File: config.mk
export PLATFORM = sky130hd
export DESIGN_NAME = plc_port_bank
export DESIGN_NICKNAME = d
export VERILOG_FILES = /design/src/design/plc_pkg.sv /design/src/design/plc_port_bank.sv
export SDC_FILE = /design/constraint.sdc
export NUM_CORES = 1
export LEC_CHECK = 0
export ABC_CLOCK_PERIOD_IN_PS = 7000
export BUFFER_PORTS_ARGS = -buffer_cell sky130_fd_sc_hd__buf_2
export CORE_UTILIZATION = 35
export CTS_CLUSTER_SIZE = 40
export DETAILED_ROUTE_END_ITERATION = 10
export GPL_TIMING_DRIVEN = 0
export PLACE_DENSITY = 0.54
export SLEW_MARGIN = 40
export SYNTH_ARGS = -nofsm -noshare
export SYNTH_HDL_FRONTEND = slang
export SYNTH_SLANG_ARGS = --single-unit
File: constraint.sdc
create_clock -name clk -period 7 [get_ports clk]
set_input_delay 0.7 -clock clk [delete_from_list [all_inputs] [get_ports clk]]
set_output_delay 0.7 -clock clk [all_outputs]
set_load 0.03 [all_outputs]
File: src/design/plc_pkg.sv
// Shared offsets, field positions, reset values and encodings of the port lookup/PTP bank
package plc_pkg;
   // ==========================================================
   // Register offsets within one port space (port number is the top hex digit)
   localparam logic [11:0] OFF_LOOKUP_CTRL = 12'h0b00;
   localparam logic [11:0] OFF_INST_PTR = 12'h0b01;
   localparam logic [11:0] OFF_INST_STATE = 12'h0b04;
   localparam logic [11:0] OFF_RX_LAT = 12'h0c00;
   localparam logic [11:0] OFF_TX_LAT = 12'h0c02;
   localparam logic [11:0] OFF_SKEW = 12'h0c04;
   // ==========================================================
   // Field positions
   localparam int BIT_NULL_VID = 7;
   localparam int BIT_INGRESS_FILT = 6;
   localparam int BIT_DISCARD_NONDEF = 5;
   localparam int BIT_MAC_8021X = 4;
   localparam int BIT_SELF_FILT = 3;
   localparam int BIT_TX_EN = 2;
   localparam int BIT_RX_EN = 1;
   localparam int BIT_LEARN_DIS = 0;
   localparam int BIT_SKEW_SIGN = 15;
   localparam logic [7:0] CTRL_WR_MASK = 8'hfa;
   localparam logic [7:0] STATE_WR_MASK = 8'h07;
   // ==========================================================
   // Reset values
   localparam logic [7:0] RST_LOOKUP_CTRL = 8'h00;
   localparam logic [7:0] RST_INST_PTR = 8'h00;
   localparam logic [2:0] RST_INST_STATE = 3'h6;
   localparam logic [15:0] RST_RX_LAT = 16'h019f;
   localparam logic [15:0] RST_TX_LAT = 16'h002d;
   localparam logic [15:0] RST_SKEW = 16'h0000;
   // ==========================================================
   // Message types seen by the correction path
   typedef enum logic [3:0] {
      PLC_MSG_SYNC = 4'h0,
      PLC_MSG_DELAY_REQ = 4'h1,
      PLC_MSG_PDELAY_REQ = 4'h2,
      PLC_MSG_PDELAY_RESP = 4'h3
   } plc_msg_e;
endpackage : plc_pkg

File: src/design/plc_port_bank.sv
// Per-port lookup and PTP configuration bank with frame decision and timing correction
`timescale 1ns/1ps

// Behaviour
// - Null-VID bit picks VID zero or default
// - Ingress filtering drops frames without port membership
// - Drop frames whose VID differs from default
// - MAC based 802.1X enable drives lookup engine
// - Drop frames whose source equals switch MAC
// - Self filtering needs port and global enable
// - Pointer selects one of eight instance entries
// - Transmit enable per instance, resets to one
// - Receive enable per instance, resets to one
// - Learning disable per instance, resets to zero
// - Receive latency 16-bit ns, reset 415
// - Transmit latency 16-bit ns, reset 45
// - Top skew bit is sign of magnitude
// - Add skew to ingress Sync and Pdelay_Resp
// - Subtract skew from egress Delay_Req, Pdelay_Req
module plc_port_bank
   import plc_pkg::*;
#(
   parameter logic [3:0] PORT_NUM = 4'h1,
   parameter int VID_W = 12,
   parameter int INST_N = 8
) (
   // Clock and reset
   input wire logic clk,
   input wire logic resetn,
   // Management register port, byte wide
   input wire logic [15:0] reg_addr,
   input wire logic reg_wr,
   input wire logic reg_rd,
   input wire logic [7:0] reg_wdata,
   output logic [7:0] reg_rdata,
   output logic reg_rdata_valid,
   // Received frame attributes
   input wire logic rx_valid,
   input wire logic rx_tagged,
   input wire logic [VID_W-1:0] rx_vid,
   input wire logic [VID_W-1:0] port_default_vlan,
   input wire logic rx_vlan_member,
   input wire logic [2:0] rx_instance,
   input wire logic [47:0] rx_src_mac,
   input wire logic [47:0] switch_mac,
   input wire logic self_filter_global_en,
   // Frame decision, one cycle after rx_valid
   output logic dec_valid,
   output logic [VID_W-1:0] dec_lookup_vid,
   output logic dec_drop,
   output logic dec_learn,
   // Static controls toward the lookup engine
   output logic mac_8021x_en,
   output logic [INST_N-1:0] tx_enable_map,
   output logic [INST_N-1:0] rx_enable_map,
   output logic [INST_N-1:0] learn_disable_map,
   // Timestamp adjustment
   input wire logic rx_ts_valid,
   input wire logic [31:0] rx_ts_raw,
   input wire logic tx_ts_valid,
   input wire logic [31:0] tx_ts_raw,
   output logic rx_ts_out_valid,
   output logic [31:0] rx_ts_wire,
   output logic tx_ts_out_valid,
   output logic [31:0] tx_ts_wire,
   // Correction field path, units of 2^-16 ns
   input wire logic corr_valid,
   input wire logic corr_egress,
   input wire logic [3:0] corr_msg_type,
   input wire logic [63:0] corr_in,
   output logic corr_out_valid,
   output logic [63:0] corr_out
);

   // ==========================================================
   // State
   typedef struct packed {
      logic [7:0] ctrl;
      logic [7:0] ptr;
      logic [INST_N-1:0][2:0] inst;
      logic [15:0] rx_lat;
      logic [15:0] tx_lat;
      logic [15:0] skew;
      logic [7:0] rdata;
      logic rvalid;
      logic dvalid;
      logic [VID_W-1:0] dvid;
      logic ddrop;
      logic dlearn;
      logic rts_v;
      logic [31:0] rts;
      logic tts_v;
      logic [31:0] tts;
      logic cv;
      logic [63:0] corr;
   } plc_state_s;

   plc_state_s s;
   plc_state_s next_s;
   logic port_hit;
   logic [11:0] off;
   logic [VID_W-1:0] eff_vid;
   logic self_drop;
   logic [63:0] skew_scaled;
   logic [2:0] sel;

   assign port_hit = (reg_addr[15:12] == PORT_NUM);
   assign off = reg_addr[11:0];
   assign sel = s.ptr[2:0];

   // Signed skew in correction-field units; sign bit negates the magnitude
   always_comb begin
      skew_scaled = {33'h0_0000_0000, s.skew[14:0], 16'h0000};
      if (s.skew[BIT_SKEW_SIGN]) begin
         skew_scaled = 64'h0 - skew_scaled;
      end
   end

   // Null VID either stays zero or falls back to the port default
   always_comb begin
      eff_vid = rx_vid;
      if (!rx_tagged) begin
         eff_vid = port_default_vlan;
      end else if (rx_vid == '0 && !s.ctrl[BIT_NULL_VID]) begin
         eff_vid = port_default_vlan;
      end
   end

   assign self_drop = s.ctrl[BIT_SELF_FILT] && self_filter_global_en
      && (rx_src_mac == switch_mac);

   // ==========================================================
   // Next state
   always_comb begin
      next_s = s;
      next_s.rvalid = 1'b0;
      next_s.dvalid = rx_valid;
      next_s.rts_v = rx_ts_valid;
      next_s.tts_v = tx_ts_valid;
      next_s.cv = corr_valid;
      // Register writes; reserved read-only bits are masked off
      if (reg_wr && port_hit) begin
         case (off)
            OFF_LOOKUP_CTRL: next_s.ctrl = reg_wdata & CTRL_WR_MASK;
            OFF_INST_PTR: next_s.ptr = reg_wdata;
            OFF_INST_STATE: next_s.inst[sel] = reg_wdata[2:0] & STATE_WR_MASK[2:0];
            OFF_RX_LAT: next_s.rx_lat[15:8] = reg_wdata;
            OFF_RX_LAT + 12'h001: next_s.rx_lat[7:0] = reg_wdata;
            OFF_TX_LAT: next_s.tx_lat[15:8] = reg_wdata;
            OFF_TX_LAT + 12'h001: next_s.tx_lat[7:0] = reg_wdata;
            OFF_SKEW: next_s.skew[15:8] = reg_wdata;
            OFF_SKEW + 12'h001: next_s.skew[7:0] = reg_wdata;
            default: next_s.rdata = s.rdata;
         endcase
      end
      // Reads answer one cycle later; unmapped bytes read zero
      if (reg_rd) begin
         next_s.rvalid = 1'b1;
         next_s.rdata = 8'h00;
         if (port_hit) begin
            case (off)
               OFF_LOOKUP_CTRL: next_s.rdata = s.ctrl;
               OFF_INST_PTR: next_s.rdata = s.ptr;
               OFF_INST_STATE: next_s.rdata = {5'h00, s.inst[sel]};
               OFF_RX_LAT: next_s.rdata = s.rx_lat[15:8];
               OFF_RX_LAT + 12'h001: next_s.rdata = s.rx_lat[7:0];
               OFF_TX_LAT: next_s.rdata = s.tx_lat[15:8];
               OFF_TX_LAT + 12'h001: next_s.rdata = s.tx_lat[7:0];
               OFF_SKEW: next_s.rdata = s.skew[15:8];
               OFF_SKEW + 12'h001: next_s.rdata = s.skew[7:0];
               default: next_s.rdata = 8'h00;
            endcase
         end
      end
      // Frame decision; any enabled discard condition is enough
      if (rx_valid) begin
         next_s.dvid = eff_vid;
         next_s.ddrop = (s.ctrl[BIT_INGRESS_FILT] && !rx_vlan_member)
            || (s.ctrl[BIT_DISCARD_NONDEF] && eff_vid != port_default_vlan)
            || self_drop
            || !s.inst[rx_instance][BIT_RX_EN];
         next_s.dlearn = !s.inst[rx_instance][BIT_LEARN_DIS];
      end
      // Wire time is the reference point moved back or forward by the latency
      if (rx_ts_valid) begin
         next_s.rts = rx_ts_raw - {16'h0000, s.rx_lat};
      end
      if (tx_ts_valid) begin
         next_s.tts = tx_ts_raw + {16'h0000, s.tx_lat};
      end
      if (corr_valid) begin
         next_s.corr = corr_in;
         if (!corr_egress && (corr_msg_type == PLC_MSG_SYNC
               || corr_msg_type == PLC_MSG_PDELAY_RESP)) begin
            next_s.corr = corr_in + skew_scaled;
         end else if (corr_egress && (corr_msg_type == PLC_MSG_DELAY_REQ
               || corr_msg_type == PLC_MSG_PDELAY_REQ)) begin
            next_s.corr = corr_in - skew_scaled;
         end
      end
   end

   // ==========================================================
   // Registers
   always_ff @(posedge clk) begin
      if (!resetn) begin
         s <= '0;
         s.ctrl <= RST_LOOKUP_CTRL;
         s.ptr <= RST_INST_PTR;
         s.inst <= {INST_N{RST_INST_STATE}};
         s.rx_lat <= RST_RX_LAT;
         s.tx_lat <= RST_TX_LAT;
         s.skew <= RST_SKEW;
      end else begin
         s <= next_s;
      end
   end

   // ==========================================================
   // Outputs
   genvar gi;
   generate
      for (gi = 0; gi < INST_N; gi++) begin : g_inst
         assign tx_enable_map[gi] = s.inst[gi][BIT_TX_EN];
         assign rx_enable_map[gi] = s.inst[gi][BIT_RX_EN];
         assign learn_disable_map[gi] = s.inst[gi][BIT_LEARN_DIS];
      end
   endgenerate

   assign mac_8021x_en = s.ctrl[BIT_MAC_8021X];
   assign reg_rdata = s.rdata;
   assign reg_rdata_valid = s.rvalid;
   assign dec_valid = s.dvalid;
   assign dec_lookup_vid = s.dvid;
   assign dec_drop = s.ddrop;
   assign dec_learn = s.dlearn;
   assign rx_ts_out_valid = s.rts_v;
   assign rx_ts_wire = s.rts;
   assign tx_ts_out_valid = s.tts_v;
   assign tx_ts_wire = s.tts;
   assign corr_out_valid = s.cv;
   assign corr_out = s.corr;
endmodule : plc_port_bank

==> flow_summary.yaml, run 1 <==
status:
  status: "complete, no violations"
cells_and_area:
  layout_common_cells: "467 x buf_2, 271 x nor2_1, 241 x dfxtp_1"
  drive_gt1_share_pct: 25.5
  stdcell_count: 3776
  fin_util_pct: 43.5
  layout.nets: 3421
  area_growth_pct: 22.5
  final_common_cell: "buf_2"
placed_design:
  dp_cells: 3713
  portBuffers: 458
  gp_congestion: 0.967
  place_hpwl_um: 70700
synthesis:
  syn-cell-area_um2: 19600
  netlist_instances: 2504
  yosys_register_bits: 241
  yosysTopAreaCell: "dfxtp_1"
  synth_warnings: 0
  async_flop_share_pct: 0
  yosysSeqAreaShare_pct: 24.6
  ys_types: 86
  ys.flop_type: "dfxtp_1"
  yosysTopAreaCellShare_pct: 24.6
  synth.avg_cell_area_um2: 7.85
  synth_area_leaders: "dfxtp_1 25%, ha_1 8.2%, buf_4 6.7%"
  synth_nets: 2927
  synth_edf_count: 0
routing:
  wire_per_inst_um: 23.4
  ant_nets: 0
  highest_layer: "met4"
  drtIter0Drc: 2113
  wl_met3_um: 6310
  remaining_drc_errors: 0
  wl_met2_um: 39100
  dr.pass1.iters: 5
  wl_met1_um: 40500
  avgViaCountPerCell: 5.58
  vias: 21100
  wl_um: 88400
sta:
  fin_crit_ns: 6.11
  period_share_pct: 87.3
  whs_ns: 0.343
  fmax_mhz: 164
  tightest_slew_ns: 0.945
  setup_viol: 0
  rsz0062_at_grt: "false"
  max_slew_margin_pct: 37.0
  fin_tns_setup_ns: 0
  hold_violations: 0
  finalMaxSlewViolations: 0
  clock_skew_ns: 0.0163
clocking:
  clkSinkCount: 241
  cts.hold.buffers_added: 0
  ctsResizeCount: 0
  cts_buffers: 31
  cts_htree_levels: 1
  clk_pin_slew_worst_paths_ns: 0.06
  cts_buffer_depth: 3
  clock_latency_ns: 0.61
  cts_root_buf: "clkbuf_16"
  post_cts_buffers: 0
  cts_tree: "built"
setup_path:
  startpoint_type: "register"
  end_kind: "register"
  worstSetupPathType: "register to register"
  endpoint: "corr_out[51]"
  regToRegSetupSlack_ns: 0.89
  crit_path_start: "s[155]"
  cp.required_ns: 7.53
  path_max_fanout: 32
  worstPathArrival_ns: 6.64
  r2r_end: "corr_out[51]"
  rr_startpoint: "s[155]"
  ff2ff_path_depth: 17
global_routing:
  grt_antenna_before_repair: 8
  grt_usage_pct: 29.6
  grt_pass1_wl_um: 128000
  grt_pass1_vias: 19900
  grt_remaining_overflow: 0
  grt_max_degree: 33
hold_path:
  hp-class: "primary input to register"
floorplanning:
  fp.dieArea_um2: 57100
  start_util_pct: 35.5
  pin_count: 471
  die_w_um: 239
  die_h_um: 239
  rows: 86
  core_area_um2: 55300
flow_run:
  max_cap_violations: 0
power:
  peakVddDrop_mv: 0.141
  p_leak_nw: 10.9
  powerDensity_nw_per_um2: 169
## routing by layer
layer  vias to the layer above  track usage (%)
met4                         0             7.94
met5                         -                0
met3                       135             3.85
li1                       9832                -
met2                       838             46.5
met1                     10300             42.1
## report_power, final
part	internal, mW	total [mW]	leakage [nW]	switching [mW]
combinational	0.363	0.983	8.41	0.621
sequential	1.43	1.47	1.98	0.0367
clock	0.939	1.61	0.493	0.675
## registers in the layout (all words and copies together) (netlist names), 8 cells and up
signal	flops
learn_disable_map	8
dec_lookup_vid	12
rx_enable_map	8
tx_ts_wire	32
tx_enable_map	8
corr_out	64
rx_ts_wire	32
reg_rdata	8
s	61
## metrics by stage
step | cell area (µm²) | setup slack [ns] | power, mW
after floorplan | 19600 | 1.76 | 2.09
after global placement | 22900 | -1.22 | 2.46
after detailed placement | 23000 | 1.11 | 2.47
after CTS | 24000 | 1.05 | 4.08
after global routing | 24000 | 0.664 | 4.22
final | 24100 | 0.891 | 4.07
## cells in the mapped netlist, types with 57 or more instances
cell type    n
nor2_1     273
inv_1      102
nand2_1    179
a21oi_1    193
xnor2_1     83
xor2_1      72
buf_4      176
mux2i_1    123
clkbuf_1   105
nand3_1     57
o21ai_0    138
ha_1       129
dfxtp_1    241
## how the worst min path moves through the flow
stage / slack, ns / startpoint / to / depth (start not counted)
5_1_grt: 0.35 / corr_in[7] / corr_out[7] / 3
4_1_cts: 0.32 / corr_in[2] / corr_out[2] / 3
2_1_floorplan: 0.43 / corr_out[41] / corr_out[41] / 2
6_report: 0.34 / corr_in[2] / corr_out[2] / 3
3_3_place_gp: 0.44 / corr_out[55] / corr_out[55] / 2
3_5_place_dp: 0.45 / corr_out[55] / corr_out[55] / 2
## layout make-up
cell class                 count  area (µm²)
tap                          748         936
inverter                     104         393
antenna                        8        20.0
clock inverter                11         126
clock buffer                  44         875
timing repair buffer         461        2350
multi-input combinational   1856       12700
sequential                   241        4820
buffer                       303        1860
fill                        5774       31200
## cells by family after synthesis
group,Yosys count,synth area share [%]
buf+inv,407,11.4
mux,141,7.93
fa+ha+maj,132,8.52
compound gates,686,23.1
simple gates,742,17.6
xor+xnor,155,6.91
flops,241,24.6
## critical path, stage by stage (launching register included)
cell and delay, ns:
dfxtp_1 0.36, or2_2 0.32, or4_1 0.46, nand2b_1 0.24, o31a_2 0.43, buf_16 0.19, inv_4 0.37, ha_1 0.20
clkbuf_1 0.32, inv_1 0.23, nor3_1 0.46, nand4_1 0.32, nor4b_2 0.80, o21ai_1 0.33, a2111oi_0 0.47, a41oi_1 0.09
a21o_1 0.21, a31oi_1 0.17
No activity file was read; power rests on OpenSTA's default activity.
==> inputs of run 2 (changes only) <==
--- a/config.mk
+++ b/config.mk
@@ -5,13 +5,14 @@
 export SDC_FILE = /design/constraint.sdc
 export NUM_CORES = 1
 export LEC_CHECK = 0
-export ABC_CLOCK_PERIOD_IN_PS = 7000
+export ABC_CLOCK_PERIOD_IN_PS = 7200
 export BUFFER_PORTS_ARGS = -buffer_cell sky130_fd_sc_hd__buf_2
-export CORE_UTILIZATION = 35
+export CORE_UTILIZATION = 40
 export CTS_CLUSTER_SIZE = 40
 export DETAILED_ROUTE_END_ITERATION = 10
+export GPL_ROUTABILITY_DRIVEN = 0
 export GPL_TIMING_DRIVEN = 0
-export PLACE_DENSITY = 0.54
+export PLACE_DENSITY = 0.61
 export SLEW_MARGIN = 40
 export SYNTH_ARGS = -nofsm -noshare
 export SYNTH_HDL_FRONTEND = slang
==> constraint.sdc (replaced) <==
create_clock -name clk -period 7.2 [get_ports clk]
set_input_delay 0.72 -clock clk [delete_from_list [all_inputs] [get_ports clk]]
set_output_delay 0.72 -clock clk [all_outputs]
set_load 0.03 [all_outputs]
==> run 2 against run 1 <==
Effect of this change:
- combinational power is 5.1% lower
- total power fell by 3.1%
- clock skew increased by 0.012 ns
- global-route usage rose by 1.1 points
- first-iteration DRC count fell by 0.33%
- core utilization up 6.1 points
- fmax is essentially flat
==> flow_summary.yaml, run 2 (same netlist as run 1, synthesis figures left out) <==
sta:
  max_slew_margin_pct: 37.6
  finalMaxSlewViolations: 0
  fmax_mhz: 164
  setup_viol: 0
  finalWorstSetupSlack_ns: 1.09
  tightest_slew_ns: 0.935
  hold_violations: 0
  rsz0062_at_grt: "false"
  clock_skew_ns: 0.0285
  fin_crit_ns: 6.11
  period_share_pct: 84.9
global_routing:
  grt_max_degree: 33
  grt_pass1_vias: 19900
  grt_use_met1_pct: 41.9
  grt_usage_pct: 30.7
  grt_util_met2_pct: 45.1
  busiest_layer: "met2"
  grt_pass1_wl_um: 119000
  grt_use_met3_pct: 6.28
  grt_antenna_before_repair: 5
  grt_remaining_overflow: 0
cells_and_area:
  final-seq-area_um2: 4820
  layout_common_cells: "466 x buf_2, 272 x nor2_1, 241 x dfxtp_1"
  layout.nets: 3418
  multi_input_area_um2: 12700
  drive_gt1_share_pct: 25.5
  largest_register_ffs: 64
  area_growth_pct: 21.4
  fillers: 4760
  final_common_cell: "buf_2"
clocking:
  clk_pin_slew_worst_paths_ns: 0.06
  cts.hold.buffers_added: 0
  cts_buffer_depth: 3
  cts_root_buf: "clkbuf_16"
  clock_latency_ns: 0.60
  ctsResizeCount: 0
  clkSinkCount: 241
  cts_buffers: 30
  cts_htree_levels: 1
  cts_tree: "built"
  post_cts_buffers: 0
status:
  status: "complete, no violations"
routing:
  dr.pass1.iters: 7
  ant_nets: 0
  wire_per_inst_um: 22.0
  wl_um: 79900
  remaining_drc_errors: 0
  drtIter0Drc: 2106
  vias: 21100
  avgViaCountPerCell: 5.82
setup_path:
  worstSetupPathType: "register to register"
  path_buf_inv: 4
  slowest_delay_ns: 0.62
  end_kind: "register"
  worstPathArrival_ns: 6.62
  path_max_fanout: 32
  startpoint_type: "register"
  cp.required_ns: 7.71
  cp_top_family: "simple AND/OR/NAND/NOR gates"
  crit_chain: "or2_2 -> or4_1 -> nand2b_1 -> o31a_2 -> buf_16 -> inv_4 -> ha_1 -> clkbuf_1 -> inv_1 -> nor3_1 -> nand4_1 -> nor4b_2 -> o21ai_1 -> a2111oi_0 -> a41oi_1 -> a21o_1 -> a31oi_1"
  cp_slowest_cell: "nor4b_2"
placed_design:
  place_hpwl_um: 63100
  portBuffers: 458
  post-place-ws_ns: 1.34
floorplanning:
  core_area_um2: 48000
  fp.dieArea_um2: 50000
  die_h_um: 224
  pin_count: 471
  start_util_pct: 40.9
  rows: 80
  die_w_um: 224
power:
  powerDensity_nw_per_um2: 165
  peakVddDrop_mv: 0.227
  p_leak_nw: 10.9
  p_total_mw: 3.94
hold_path:
  hp-class: "primary input to register"
flow_run:
  max_cap_violations: 0
-- run 2: cell type report --
| cell class | instances | area share (%) |
|---|---|---|
| Buffer | 303 | 7.81 |
| Multi-Input combinational cell | 1856 | 53.1 |
| Timing Repair Buffer | 459 | 9.73 |
| Inverter | 104 | 1.65 |
| Clock inverter | 17 | 0.881 |
| Tap cell | 615 | 3.23 |
| Antenna cell | 2 | 0.0210 |
| Sequential cell | 241 | 20.2 |
| Clock buffer | 37 | 3.38 |
-- run 2: power by group --
group | switching (mW) | internal, mW | leakage, nW
Sequential | 0.0332 | 1.39 | 1.98
Clock | 0.643 | 0.938 | 0.509
Combinational | 0.582 | 0.352 | 8.39
-- run 2: metal layers --
| metal | vias up | wire length [µm] |
|---|---|---|
| met5 | - | 56 |
| met4 | 10 | 4780 |
| met1 | 10000 | 35000 |
| li1 | 9816 | - |
| met2 | 1061 | 33000 |
| met3 | 251 | 7080 |
-- run 2: stage by stage --
step / hold WS, ns / instance area [µm²] / TNS [ns] / util (%) / cells
final: 0.360 / 23900 / 0 / 49.6 / 3634
after global routing: 0.365 / 23800 / 0 / 49.6 / 3632
after CTS: 0.342 / 23800 / 0 / 49.6 / 3632
after detailed placement: 0.450 / 22800 / 0 / 47.5 / 3578
after global placement: 0.447 / 22700 / -0.847 / 47.3 / 3577
after floorplan: 0.426 / 19600 / 0 / - / 2504
-- run 2: path summary, 6_finish.rpt --
check | from | end | slack [ns] | cells after the start
setup / recovery | s[155] | corr_out[51] | 1.09 | 17
hold / removal | corr_in[15] | corr_out[15] | 0.36 | 3
setup reg to reg | s[155] | corr_out[51] | 1.09 | 17
hold reg to reg | corr_out[55] | corr_out[55] | 0.46 | 2
-- run 2: tightest hold or removal path, delay by kind of cell --
family	cells	cell delay, ns
buffers and inverters	1	0.07
AND/OR/NAND/NOR	1	0.07
multiplexers	1	0.05
